File: src/pld_macro_pkg.sv
package pld_macro_pkg;

	// Array shape
	localparam int NUM_GROUPS  = 4;
	localparam int GROUP_SIZE  = 4;
	localparam int NUM_CELLS   = NUM_GROUPS * GROUP_SIZE;
	localparam int DUAL_PER_GROUP = 2;
	localparam int NUM_DUAL    = NUM_GROUPS * DUAL_PER_GROUP;
	localparam int NUM_SINGLE  = NUM_CELLS - NUM_DUAL;
	localparam int NUM_CLK_PINS = 2;

	// Register byte offsets
	localparam logic [7:0] OFS_CONTROL   = 8'h00;
	localparam logic [7:0] OFS_GLOBAL    = 8'h04;
	localparam logic [7:0] OFS_PRELOAD   = 8'h08;
	localparam logic [7:0] OFS_OE_CFG    = 8'h0C;
	localparam logic [7:0] OFS_CLK_SEL   = 8'h10;
	localparam logic [7:0] OFS_CLK_INV   = 8'h14;
	localparam logic [7:0] OFS_LATCH     = 8'h18;
	localparam logic [7:0] OFS_SINGLE_FB = 8'h1C;
	localparam logic [7:0] OFS_STATE     = 8'h20;
	localparam logic [7:0] OFS_PINS      = 8'h24;

	// Field positions
	localparam int CTRL_OBSERVE_BIT = 0;
	localparam int GLOBAL_OP_LSB    = 0;
	localparam int OE_FIELD_W       = 2;

	// Reset values
	localparam logic [7:0]  OE_CFG_RST   = 8'h00;
	localparam logic [15:0] CLK_SEL_RST  = 16'h0000;
	localparam logic [15:0] CLK_INV_RST  = 16'h0000;
	localparam logic [15:0] LATCH_RST    = 16'h0000;
	localparam logic [15:0] PRELOAD_RST  = 16'h0000;
	localparam logic [7:0]  SINGLE_FB_RST = 8'h00;
	localparam logic [15:0] STATE_RST    = 16'h0000;

	// AXI responses
	localparam logic [1:0] RESP_OKAY   = 2'h0;
	localparam logic [1:0] RESP_SLVERR = 2'h2;

	// Output-enable source of one group
	typedef enum logic [1:0] {OE_PIN, OE_XOR, OE_ON, OE_OFF} oe_src_t;

	// Global preset, reset and preload operations
	typedef enum logic [1:0] {GLB_NONE, GLB_PRESET, GLB_RESET, GLB_PRELOAD} glb_op_t;

	// Bus slave state
	typedef struct packed {
		logic        awHave;
		logic        wHave;
		logic [7:0]  awAddr;
		logic [31:0] wData;
		logic [3:0]  wStrb;
		logic        bvalid;
		logic [1:0]  bresp;
		logic        rvalid;
		logic [31:0] rdata;
		logic [1:0]  rresp;
	} slave_state_t;

	// Write request handed to the register file
	typedef struct packed {
		logic        en;
		logic [7:0]  addr;
		logic [31:0] data;
		logic [3:0]  strb;
	} wr_req_t;

	// Macrocell array state
	typedef struct packed {
		logic        observe;
		logic [7:0]  oeCfg;
		logic [15:0] clkSel;
		logic [15:0] clkInv;
		logic [15:0] latchMode;
		logic [15:0] preload;
		logic [7:0]  singleFbPin;
		logic [15:0] q;
		logic [1:0]  pinPrev;
	} core_state_t;

	// Byte-lane merge of a write into a 32-bit image
	function automatic logic [31:0] merge(input logic [31:0] old, input logic [31:0] data,
		input logic [3:0] strb);
		logic [31:0] m;
		m = {{8{strb[3]}}, {8{strb[2]}}, {8{strb[1]}}, {8{strb[0]}}};
		return (old & ~m) | (data & m);
	endfunction

endpackage

File: src/axil_cfg_slave.sv
`timescale 1ns/1ns
`default_nettype none
module axil_cfg_slave (
	// Clock and reset
	input  wire logic                 core_clk,
	input  wire logic                 reset,
	// AXI4-Lite write
	input  wire logic [7:0]           awaddr,
	input  wire logic                 awvalid,
	output logic                      awready,
	input  wire logic [31:0]          wdata,
	input  wire logic [3:0]           wstrb,
	input  wire logic                 wvalid,
	output logic                      wready,
	output logic [1:0]                bresp,
	output logic                      bvalid,
	input  wire logic                 bready,
	// AXI4-Lite read
	input  wire logic [7:0]           araddr,
	input  wire logic                 arvalid,
	output logic                      arready,
	output logic [31:0]               rdata,
	output logic [1:0]                rresp,
	output logic                      rvalid,
	input  wire logic                 rready,
	// Register file side
	output pld_macro_pkg::wr_req_t    wrReq,
	input  wire logic                 wrOk,
	input  wire logic [31:0]          rdData,
	input  wire logic                 rdOk
);
	import pld_macro_pkg::*;

	slave_state_t stReg;
	slave_state_t stNext;

	// Ready only while the holding slot is empty and no response is pending
	assign awready = !stReg.awHave && !stReg.bvalid;
	assign wready  = !stReg.wHave && !stReg.bvalid;
	assign arready = !stReg.rvalid;
	assign bvalid  = stReg.bvalid;
	assign bresp   = stReg.bresp;
	assign rvalid  = stReg.rvalid;
	assign rdata   = stReg.rdata;
	assign rresp   = stReg.rresp;

	// Write fires once address and data are both held
	always_comb begin
		wrReq.en   = stReg.awHave && stReg.wHave;
		wrReq.addr = stReg.awAddr;
		wrReq.data = stReg.wData;
		wrReq.strb = stReg.wStrb;
	end

	// Channel bookkeeping
	always_comb begin
		stNext = stReg;
		if (awvalid && awready) begin
			stNext.awHave = 1'b1;
			stNext.awAddr = awaddr;
		end
		if (wvalid && wready) begin
			stNext.wHave = 1'b1;
			stNext.wData = wdata;
			stNext.wStrb = wstrb;
		end
		if (wrReq.en) begin
			stNext.awHave = 1'b0;
			stNext.wHave  = 1'b0;
			stNext.bvalid = 1'b1;
			stNext.bresp  = wrOk ? RESP_OKAY : RESP_SLVERR;
		end
		if (stReg.bvalid && bready) begin
			stNext.bvalid = 1'b0;
		end
		// Read data is latched at the address handshake so it cannot shift
		if (arvalid && arready) begin
			stNext.rvalid = 1'b1;
			stNext.rdata  = rdData;
			stNext.rresp  = rdOk ? RESP_OKAY : RESP_SLVERR;
		end else if (stReg.rvalid && rready) begin
			stNext.rvalid = 1'b0;
		end
	end

	always_ff @(posedge core_clk) begin
		if (reset) begin
			stReg <= '0;
		end else begin
			stReg <= stNext;
		end
	end
endmodule
`default_nettype wire

File: src/pld_macrocell_array.sv
// Operation
// - Each four-output group shares one enable: pin, XOR of terms, on, off.
// - Sixteen outputs in four groups, each two dual and two single cells.
// - Each flip-flop picks either of two clock or latch-enable pins.
// - Inverted select gives falling edge or low latch; else rising or high.
// - Single cells feed back one signal; dual cells feed back register and pin.
// - Dual cells keep a buried register feedback apart from the pin path.
// - One global control presets, resets or preloads every register together.
// - One observe control shows buried register states on the outputs of every group not set off.
//
// The AXI4-Lite register port and the placing of the registers were left to the implementer.
`timescale 1ns/1ns
`default_nettype none
module pld_macrocell_array (
	// Clock and reset
	input  wire logic                                  core_clk,
	input  wire logic                                  reset,
	// AXI4-Lite write
	input  wire logic [7:0]                            awaddr,
	input  wire logic                                  awvalid,
	output logic                                       awready,
	input  wire logic [31:0]                           wdata,
	input  wire logic [3:0]                            wstrb,
	input  wire logic                                  wvalid,
	output logic                                       wready,
	output logic [1:0]                                 bresp,
	output logic                                       bvalid,
	input  wire logic                                  bready,
	// AXI4-Lite read
	input  wire logic [7:0]                            araddr,
	input  wire logic                                  arvalid,
	output logic                                       arready,
	output logic [31:0]                                rdata,
	output logic [1:0]                                 rresp,
	output logic                                       rvalid,
	input  wire logic                                  rready,
	// Clock or latch-enable pins and external enable pin
	input  wire logic [pld_macro_pkg::NUM_CLK_PINS-1:0] latchEnPin,
	input  wire logic                                  oePin,
	// Array side: next-state terms and XOR enable product terms
	input  wire logic [pld_macro_pkg::NUM_CELLS-1:0]   cellD,
	input  wire logic [pld_macro_pkg::NUM_GROUPS-1:0]  oeTermA,
	input  wire logic [pld_macro_pkg::NUM_GROUPS-1:0]  oeTermB,
	// Output pins, split into level in, drive and enable
	input  wire logic [pld_macro_pkg::NUM_CELLS-1:0]   ioIn,
	output logic [pld_macro_pkg::NUM_CELLS-1:0]        ioOut,
	output logic [pld_macro_pkg::NUM_CELLS-1:0]        ioOe,
	// Feedback into the array
	output logic [pld_macro_pkg::NUM_SINGLE-1:0]       singleFb,
	output logic [pld_macro_pkg::NUM_DUAL-1:0]         dualIoFb,
	output logic [pld_macro_pkg::NUM_DUAL-1:0]         dualCellBuriedFb
);
	import pld_macro_pkg::*;

	core_state_t stReg;
	core_state_t stNext;
	wr_req_t     wrReq;
	logic        wrOk;
	logic [31:0] rdData;
	logic        rdOk;
	glb_op_t     glbOp;

	axil_cfg_slave u_slave (
		.core_clk (core_clk),
		.reset    (reset),
		.awaddr   (awaddr),
		.awvalid  (awvalid),
		.awready  (awready),
		.wdata    (wdata),
		.wstrb    (wstrb),
		.wvalid   (wvalid),
		.wready   (wready),
		.bresp    (bresp),
		.bvalid   (bvalid),
		.bready   (bready),
		.araddr   (araddr),
		.arvalid  (arvalid),
		.arready  (arready),
		.rdata    (rdata),
		.rresp    (rresp),
		.rvalid   (rvalid),
		.rready   (rready),
		.wrReq    (wrReq),
		.wrOk     (wrOk),
		.rdData   (rdData),
		.rdOk     (rdOk)
	);

	// Write decode; the global register is a command, not storage
	always_comb begin
		wrOk = 1'b1;
		unique case (wrReq.addr)
			OFS_CONTROL, OFS_GLOBAL, OFS_PRELOAD, OFS_OE_CFG, OFS_CLK_SEL,
			OFS_CLK_INV, OFS_LATCH, OFS_SINGLE_FB, OFS_STATE, OFS_PINS: wrOk = 1'b1;
			default: wrOk = 1'b0;
		endcase
	end

	// Read decode; state and pin words show live block state
	always_comb begin
		rdData = 32'h0000_0000;
		rdOk   = 1'b1;
		unique case (araddr)
			OFS_CONTROL:   rdData[CTRL_OBSERVE_BIT] = stReg.observe;
			OFS_GLOBAL:    rdData = 32'h0000_0000;
			OFS_PRELOAD:   rdData[15:0] = stReg.preload;
			OFS_OE_CFG:    rdData[7:0] = stReg.oeCfg;
			OFS_CLK_SEL:   rdData[15:0] = stReg.clkSel;
			OFS_CLK_INV:   rdData[15:0] = stReg.clkInv;
			OFS_LATCH:     rdData[15:0] = stReg.latchMode;
			OFS_SINGLE_FB: rdData[7:0] = stReg.singleFbPin;
			OFS_STATE:     rdData[15:0] = stReg.q;
			OFS_PINS:      rdData[15:0] = ioIn;
			default:       rdOk = 1'b0;
		endcase
	end

	// A global command acts in the cycle its write lands
	always_comb begin
		glbOp = GLB_NONE;
		if (wrReq.en && wrReq.addr == OFS_GLOBAL && wrReq.strb[0]) begin
			glbOp = glb_op_t'(wrReq.data[GLOBAL_OP_LSB +: 2]);
		end
	end

	// Register writes and storage element update
	always_comb begin
		logic [31:0] img;
		logic        pinNow;
		logic        pinOld;
		logic        actNow;
		logic        actOld;
		img    = 32'h0000_0000;
		pinNow = 1'b0;
		pinOld = 1'b0;
		actNow = 1'b0;
		actOld = 1'b0;
		stNext = stReg;
		stNext.pinPrev = latchEnPin;
		if (wrReq.en) begin
			unique case (wrReq.addr)
				OFS_CONTROL: begin
					img = merge({31'h0000_0000, stReg.observe}, wrReq.data, wrReq.strb);
					stNext.observe = img[CTRL_OBSERVE_BIT];
				end
				OFS_PRELOAD: begin
					img = merge({16'h0000, stReg.preload}, wrReq.data, wrReq.strb);
					stNext.preload = img[15:0];
				end
				OFS_OE_CFG: begin
					img = merge({24'h00_0000, stReg.oeCfg}, wrReq.data, wrReq.strb);
					stNext.oeCfg = img[7:0];
				end
				OFS_CLK_SEL: begin
					img = merge({16'h0000, stReg.clkSel}, wrReq.data, wrReq.strb);
					stNext.clkSel = img[15:0];
				end
				OFS_CLK_INV: begin
					img = merge({16'h0000, stReg.clkInv}, wrReq.data, wrReq.strb);
					stNext.clkInv = img[15:0];
				end
				OFS_LATCH: begin
					img = merge({16'h0000, stReg.latchMode}, wrReq.data, wrReq.strb);
					stNext.latchMode = img[15:0];
				end
				OFS_SINGLE_FB: begin
					img = merge({24'h00_0000, stReg.singleFbPin}, wrReq.data, wrReq.strb);
					stNext.singleFbPin = img[7:0];
				end
				default: ;
			endcase
		end
		// Pins are sampled, so an edge is seen one cycle after it occurs
		for (int i = 0; i < NUM_CELLS; i++) begin
			pinNow = latchEnPin[stReg.clkSel[i]];
			pinOld = stReg.pinPrev[stReg.clkSel[i]];
			actNow = pinNow ^ stReg.clkInv[i];
			actOld = pinOld ^ stReg.clkInv[i];
			if (stReg.latchMode[i]) begin
				if (actNow) begin
					stNext.q[i] = cellD[i];
				end
			end else if (actNow && !actOld) begin
				stNext.q[i] = cellD[i];
			end
		end
		// Global control wins over any capture in the same cycle
		unique case (glbOp)
			GLB_PRESET:  stNext.q = '1;
			GLB_RESET:   stNext.q = '0;
			GLB_PRELOAD: stNext.q = stReg.preload;
			GLB_NONE:    ;
		endcase
	end

	always_ff @(posedge core_clk) begin
		if (reset) begin
			stReg.observe     <= 1'b0;
			stReg.oeCfg       <= OE_CFG_RST;
			stReg.clkSel      <= CLK_SEL_RST;
			stReg.clkInv      <= CLK_INV_RST;
			stReg.latchMode   <= LATCH_RST;
			stReg.preload     <= PRELOAD_RST;
			stReg.singleFbPin <= SINGLE_FB_RST;
			stReg.q           <= STATE_RST;
			stReg.pinPrev     <= '0;
		end else begin
			stReg <= stNext;
		end
	end

	// Register state drives the pins; observe also enables every cell of each group not set off
	assign ioOut = stReg.q;

	// Group enables and feedback routing
	always_comb begin
		logic    grpEn;
		oe_src_t src;
		int      k;
		grpEn = 1'b0;
		src   = OE_PIN;
		k     = 0;
		ioOe  = '0;
		singleFb = '0;
		dualIoFb = '0;
		dualCellBuriedFb = '0;
		for (int g = 0; g < NUM_GROUPS; g++) begin
			src = oe_src_t'(stReg.oeCfg[OE_FIELD_W*g +: OE_FIELD_W]);
			unique case (src)
				OE_PIN: grpEn = oePin;
				OE_XOR: grpEn = oeTermA[g] ^ oeTermB[g];
				OE_ON:  grpEn = 1'b1;
				OE_OFF: grpEn = 1'b0;
			endcase
			// Observe forces drive for test, but an off group stays released
			if (stReg.observe && src != OE_OFF) begin
				grpEn = 1'b1;
			end
			for (int j = 0; j < GROUP_SIZE; j++) begin
				ioOe[g*GROUP_SIZE+j] = grpEn;
				if (j < DUAL_PER_GROUP) begin
					k = g*DUAL_PER_GROUP + j;
					dualCellBuriedFb[k] = stReg.q[g*GROUP_SIZE+j];
					dualIoFb[k] = ioIn[g*GROUP_SIZE+j];
				end else begin
					k = g*DUAL_PER_GROUP + j - DUAL_PER_GROUP;
					singleFb[k] = stReg.singleFbPin[k] ? ioIn[g*GROUP_SIZE+j]
						: stReg.q[g*GROUP_SIZE+j];
				end
			end
		end
	end
endmodule
`default_nettype wire

File: config.mk
export PLATFORM = sky130hd
export DESIGN_NAME = pld_macrocell_array
export DESIGN_NICKNAME = d
export VERILOG_FILES = /design/src/pld_macro_pkg.sv /design/src/axil_cfg_slave.sv /design/src/pld_macrocell_array.sv
export SDC_FILE = /design/constraint.sdc
export NUM_CORES = 1
export LEC_CHECK = 0
export BUFFER_PORTS_ARGS = -buffer_cell sky130_fd_sc_hd__clkbuf_2
export CAP_MARGIN = 30
export CORE_ASPECT_RATIO = 0.8
export CORE_UTILIZATION = 58
export CTS_CLUSTER_SIZE = 10
export DETAILED_ROUTE_END_ITERATION = 10
export PLACE_DENSITY = 0.85
export SLEW_MARGIN = 10
export SYNTH_ARGS = -nofsm -noshare
export SYNTH_HDL_FRONTEND = slang
export SYNTH_SLANG_ARGS = --single-unit
File: constraint.sdc
create_clock -name core_clk -period 4.57 [get_ports core_clk]
set_input_delay 0.457 -clock core_clk [delete_from_list [all_inputs] [get_ports core_clk]]
set_output_delay 0.457 -clock core_clk [all_outputs]
set_load 0.02 [all_outputs]
==> results of run 1 <==
-- power by group through the flow --
stage,combinational [W],clock [W],sequential [W]
after floorplan,0.000310,0,0.00137
after global placement,0.000362,0,0.00140
after detailed placement,0.000367,0,0.00140
after CTS,0.000370,0.00145,0.00137
after global routing,0.000404,0.00152,0.00138
final,0.000373,0.00144,0.00137
-- worst min path at each step --
stage | start | to | slack (ns)
after global routing | rready | u_slave.rvalid | 0.20
after CTS | rready | u_slave.rvalid | 0.22
after detailed placement | u_slave.rdata[2] | u_slave.rdata[2] | 0.44
after floorplan | u_slave.rdata[2] | u_slave.rdata[2] | 0.43
final | rready | u_slave.rvalid | 0.22
after global placement | u_slave.rdata[7] | u_slave.rdata[7] | 0.44
-- routing by layer --
layer  vias to the layer above  part of all wire [%]
li1                       3564                     -
met1                      3521                    44
met2                       481                    41
met3                        51                    12
met4                         0                   2.5
met5                         -                     0
-- kinds of logic after synthesis --
family                   count (synthesis)
AND/OR/NAND/NOR                        349
AO/OA/AOI/OAI                          170
buffers and inverters                  162
multiplexers                           160
flip-flops                             147
adder cells (fa/ha/maj)                  4
XOR/XNOR                                 4
other                                    1
-- synth_stat cells, types with 3 or more instances --
cell       instances  area share (%)
a211oi_1           8            0.70
mux2i_1          132              15
a22o_1             6            0.61
xnor2_1            4            0.41
nor2_1           105             4.6
nor2b_1           16             1.2
o21ai_0           26             1.5
and4_1             3            0.31
a32oi_1            4            0.41
or4b_1             3            0.35
nand3b_1          24             2.1
ha_1               4            0.58
o311a_1            5            0.58
dfxtp_1          147              34
o31ai_1            3            0.26
nand4_1            3            0.22
buf_4             81             7.1
a21oi_1           59             3.4
a311oi_1           7            0.72
nand3_1           14            0.82
nand2b_1          37             2.7
a221oi_1           9            0.92
buf_2             10            0.58
o211ai_1          15             1.3
nor3b_1            4            0.35
clkbuf_1          47             2.1
mux2_2            27             3.6
nor3_1            20             1.2
a2111oi_0          3            0.31
inv_1             18            0.79
buf_1              4            0.18
nand2_1           87             3.8
o22ai_1            8            0.58
a211o_1            9            0.92
or3b_2             4            0.41
nand4_2            5            0.73
-- metrics by stage --
stage | setup WS [ns] | instance area, µm² | instances | util [%] | hold WS [ns]
2_1_floorplan | 1.91 | 8630 | 1014 | - | 0.426
3_3_place_gp | 1.51 | 8860 | 1222 | 61.7 | 0.437
3_5_place_dp | 1.47 | 8860 | 1222 | 61.7 | 0.439
4_1_cts | 1.44 | 9470 | 1254 | 66.0 | 0.216
5_1_grt | 1.22 | 9480 | 1255 | 66.1 | 0.202
6_report | 1.38 | 9480 | 1255 | 66.1 | 0.219
-- area by class of cell --
| type | count | area [µm²] | share of cell area (%) |
|---|---|---|---|
| tap | 184 | 230 | 2.43 |
| multi-input combinational | 705 | 4760 | 50.2 |
| clock buffer | 23 | 488 | 5.15 |
| clock inverter | 9 | 126 | 1.33 |
| sequential | 147 | 2940 | 31.0 |
| timing repair buffer | 168 | 862 | 9.09 |
| inverter | 19 | 71.3 | 0.752 |
==> key figures, run 1 <==
Status
  – Status: completed

Critical path
  – Critical path cell sequence: and4bb_2, nand2_1, nor2_1, nand3_1, ha_1, nor3_2, o311a_1, mux2i_1
  – Critical R2R Launch: u_slave.stReg[83]
  – WP depth: 8
  – Setup slack, reg-to-reg: 1.38 ns
  – Largest delay share family, worst path: simple AND/OR/NAND/NOR gates
  – Type of the worst setup path: flop to flop
  – Critical Path Source Type: flop
  – End of the critical path: ioOut[9]
  – Arr. time, crit path: 3.55 ns
  – Crit. Startpoint: u_slave.stReg[83]
  – Critical R2R Capture: ioOut[9]
  – Worst Path Buf+Inv: 0
  – Crit path max-delay cell type: nor3_2
  – CP Max Fanout: 17
  – CP peak stage delay: 0.81 ns
  – FF-to-FF path depth: 8
  – CP Capture Type: flop
  – Worst EP required: 4.93 ns

Synthesis
  – Synth Area in Adders: 0.584%
  – Post-synthesis xor/xnor area fraction: 0.409%
  – Gate Count Post-Synth: 997
  – Syn. warnings: 0
  – Mux cell area share after synthesis: 19.2%
  – Synth Area in Compound Gates: 13.2%
  – Largest family of logic cells by synthesized area: simple AND/OR/NAND/NOR gates
  – Main flop type after synthesis: dfxtp_1
  – EDFF count, synth: 0
  – Post-Syn Area: 8560 µm²
  – Share of the yosys chip area belonging to registers: 34.4%
  – Count of cell types in the netlist: 61
  – Number of synthesized register bits: 147
  – Avg Cell Area, Syn: 8.59 µm²
  – Synth Area in Simple Gates: 21.3%
  – Post-synth ARST share: 0%

Detailed routing
  – Via count: 7617
  – Drc violations: 0
  – DR iter-0 viols: 978
  – DR vias/cell: 6.07
  – WL per Instance: 18.9 µm
  – DRT antenna net count: 0
  – 1st-pass router iterations: 6
  – Final WL: 23.8 mm

Timing
  – TNS Setup: 0 ns
  – Final hold viol count: 0
  – Max-slew violation count: 0
  – Relative slew slack: 37.9%
  – Tmin final: 3.19 ns
  – Maximum clock rate: 313 MHz
  – Worst slew pin tran: 0.918 ns
  – Worst Skew: 0.00611 ns
  – RSZ-0062 raised after global routing: false
  – Final setup viols: 0
  – Fin crit share: 69.9%

Job
  – Max-Cap Viols: 0

Final layout
  – Most frequent cells in the layout: clkbuf_2 (161), dfxtp_1 (147), mux2i_1 (132), nor2_1 (105), nand2_1 (87)
  – Final nets: 1164
  – Area delta synth->final: 10.8%
  – Share of layout cells above drive strength 1: 23.1%
  – Most common cell after layout, fill and taps aside: clkbuf_2
  – Fillers: 1200
  – Ant. Diodes: 0

CTS
  – Setup bufs post-CTS: 0
  – CTS H-tree lvls: 4
  – Post-CTS Resized: 0
  – CTS buffer count: 17
  – Clock tree root driver cell: clkbuf_16
  – Clock buffer depth: 2
  – Hold_buf cts: 0
  – Clock transition at path regs: 0.06 ns
  – CTS tree: built
  – CTS sink cnt: 147
  – Skew-Pair Late Insertion Delay: 0.42 ns

GRT
  – Largest net degree at the start of global routing: 85
  – First-pass GRT wire length: 36.5 mm
  – Initial antenna violation count: 0
  – Vias in the first global route: 6721
  – GR Util met2: 43.1%
  – GRT Util Overall: 31.2%
  – Gr busiest metal: met1
  – GRT overflow: 0
  – GRT met3 Usage: 9.05%
  – Met1 Use GR: 45.5%

Min path
  – Hold path depth: 2
  – Worst Hold Class: primary input to flop

Placement
  – Hpwl dp: 16.6 mm
  – Final weighted congestion in routability-driven placement: 0.931
  – I/O Buffers: 162

Floorplanning
  – Core Area: 14300 µm²
  – Die X: 138 µm
  – Die area: 15300 µm²
  – Die height: 111 µm
  – Initial Util: 59.7%
  – Rows: 39
  – IO Count: 199

Power
  – Internal power consumption: 0.00237 W
  – Total power: 0.00318 W
  – Sw Pwr: 0.000814 W
  – Worst VDD drop: 279 µV
  – Comb pwr share: 11.7%
  – Clock power frac: 45.1%
  – Leakage Power: 4.25 nW
  – Seq pwr share: 43.1%
  – Pwr Density: 336 nW/µm²
  – Sw Share: 25.6%
Power figures use the tool's default switching activity.
==> run 2, diff against run 1 <==
CORE_UTILIZATION = 50   (was 58)
PLACE_DENSITY = 0.78   (was 0.85)
clock period = 2.93 ns   (was 4.57 ns; I/O delays follow)
==> key figures, run 2 (same netlist as run 1, synthesis figures left out) <==
CTS
  – CTS sink cnt: 147 (unchanged)
  – CTS buffer count: 17 (unchanged)
  – CTS tree: built (unchanged)
  – CTS H-tree lvls: 4 (unchanged)
  – Clock transition at path regs: 0.06 ns (about the same)
  – Setup bufs post-CTS: 0 (unchanged)
  – Clock tree root driver cell: clkbuf_16 (unchanged)
  – Hold_buf cts: 0 (unchanged)
  – Clock buffer depth: 2 (unchanged)
  – Post-CTS Resized: 0 (unchanged)
  – Skew-Pair Late Insertion Delay: 0.43 ns (was 0.42 ns)

Power
  – Worst VDD drop: 445 µV (was 279 µV)
  – Leakage Power: 4.34 nW (was 4.25 nW)
  – Pwr Density: 532 nW/µm² (was 336 nW/µm²)

Final layout
  – Final nets: 1179 (was 1164)
  – Area delta synth->final: 13.1% (was 10.8%)
  – Most frequent cells in the layout: clkbuf_2 (161), dfxtp_1 (147), mux2i_1 (132), nor2_1 (105), nand2_1 (87) (unchanged)
  – Share of layout cells above drive strength 1: 23.8% (was 23.1%)
  – Ant. Diodes: 0 (unchanged)
  – Most common cell after layout, fill and taps aside: clkbuf_2 (unchanged)

Detailed routing
  – DRT antenna net count: 0 (unchanged)
  – Drc violations: 0 (unchanged)
  – Highest metal used: met4 (unchanged)
  – WL per Instance: 18.3 µm (was 18.9 µm)
  – Final WL: 24.0 mm (was 23.8 mm)
  – Met3 wire length: 2.55 mm (was 2.80 mm)
  – DR iter-0 viols: 792 (was 978)
  – DR vias/cell: 5.77 (was 6.07)
  – Via count: 7538 (was 7617)
  – Wire length on met1: 11.2 mm (was 10.5 mm)
  – Met2 WL post-DR: 9.86 mm (was 9.85 mm)
  – 1st-pass router iterations: 6 (unchanged)

GRT
  – GRT overflow: 0 (unchanged)
  – Vias in the first global route: 6768 (was 6721)
  – Largest net degree at the start of global routing: 100 (was 85)
  – GRT Util Overall: 27.4% (was 31.2%)
  – Initial antenna violation count: 0 (unchanged)
  – First-pass GRT wire length: 37.2 mm (was 36.5 mm)

Placement
  – I/O Buffers: 162 (unchanged)
  – Hpwl dp: 17.0 mm (was 16.6 mm)
  – Pre-CTS setup slack: 0.266 ns (was 1.47 ns)
  – Final weighted congestion in routability-driven placement: 0.924 (was 0.931)

Floorplanning
  – IO Count: 199 (unchanged)
  – Rows: 42 (was 39)
  – Die area: 17700 µm² (was 15300 µm²)
  – Initial Util: 51.4% (was 59.7%)
  – Die height: 119 µm (was 111 µm)
  – Core Area: 16700 µm² (was 14300 µm²)
  – Die X: 148 µm (was 138 µm)

Timing
  – RSZ-0062 raised after global routing: false (unchanged)
  – Maximum clock rate: 366 MHz (was 313 MHz)
  – Worst slew pin tran: 0.796 ns (was 0.918 ns)
  – Final hold viol count: 0 (unchanged)
  – Tmin final: 2.73 ns (was 3.19 ns)
  – PnR worst setup slack: 0.196 ns (was 1.38 ns)
  – Max-slew violation count: 0 (unchanged)
  – TNS Setup: 0 ns (unchanged)
  – Worst Skew: 0.0113 ns (was 0.00611 ns)
  – Final setup viols: 0 (unchanged)
  – Fin crit share: 93.3% (was 69.9%)
  – Relative slew slack: 46.8% (was 37.9%)

Status
  – Status: completed (unchanged)

Critical path
  – Critical Path Source Type: flop (unchanged)
  – Arr. time, crit path: 3.09 ns (was 3.55 ns)
  – Crit. Startpoint: u_slave.wrReq[36] (was u_slave.stReg[83])
  – CP Max Fanout: 6 (was 17)
  – CP peak stage delay: 0.66 ns (was 0.81 ns)
  – Critical path cell sequence: nor4b_2, nand3_1, ha_1, nor4bb_1, mux2_2, or3b_2, a21oi_1 (was and4bb_2, nand2_1, nor2_1, nand3_1, ha_1, nor3_2, o311a_1, mux2i_1)
  – Type of the worst setup path: flop to flop (unchanged)
  – Worst EP required: 3.28 ns (was 4.93 ns)
  – Crit path max-delay cell type: nor4b_2 (was nor3_2)
  – CP Capture Type: flop (unchanged)
  – Critical R2R Launch: u_slave.wrReq[36] (was u_slave.stReg[83])

Min path
  – Worst Hold Class: primary input to flop (unchanged)
  – Hold Crit Start: rready (unchanged)

Job
  – Max-Cap Viols: 0 (unchanged)
-- run 2: layer usage --
layer  global-route usage (%)  vias to the layer above
li1                         -                     3595
met1                     40.8                     3516
met2                     38.8                      404
met3                     6.48                       23
met4                     7.73                        0
met5                        0                        -
-- run 2: final timing paths --
check	end	slack, ns	cells after the start
min reg2reg	u_slave.rdata[2]	0.45	2
max reg2reg	ioOut[15]	0.20	7
max	ioOut[15]	0.20	7
min	u_slave.rvalid	0.05	2
-- run 2: area by class of cell --
| cell class | count | area (µm²) |
|---|---|---|
| Fill cell | 1457 | 6970 |
| Multi-Input combinational cell | 705 | 4760 |
| Sequential cell | 147 | 2940 |
| Timing Repair Buffer | 183 | 991 |
| Clock buffer | 24 | 472 |
| Tap cell | 220 | 275 |
| Clock inverter | 8 | 174 |
| Inverter | 19 | 71.3 |
-- run 2: power breakdown --
group / total (W) / leakage [nW] / internal (W) / switching [W]
clock network: 0.00241 / 0.305 / 0.00156 / 0.000855
registers: 0.00214 / 1.19 / 0.00205 / 0.0000823
logic: 0.000598 / 2.84 / 0.000228 / 0.000370
-- run 2: through the flow --
stage          hold slack (ns)  instance area [µm²]  util, %  std cells  total power [W]
2_1_floorplan            0.392                 8630        -       1014          0.00262
3_3_place_gp             0.438                 9010     54.1       1273          0.00275
3_5_place_dp             0.443                 9010     54.1       1273          0.00277
4_1_cts                 0.0467                 9660     58.0       1305          0.00515
5_1_grt                 0.0468                 9680     58.1       1306          0.00531
6_report                0.0549                 9680     58.1       1306          0.00515
-- run 2: critical path, delay by kind of cell, from the launching register on --
family	cells	cell delay [ns]
AO/OA/AOI/OAI	1	0.14
adder cells (fa/ha/maj)	1	0.40
flip-flops	1	0.36
multiplexers	1	0.27
AND/OR/NAND/NOR	4	1.48
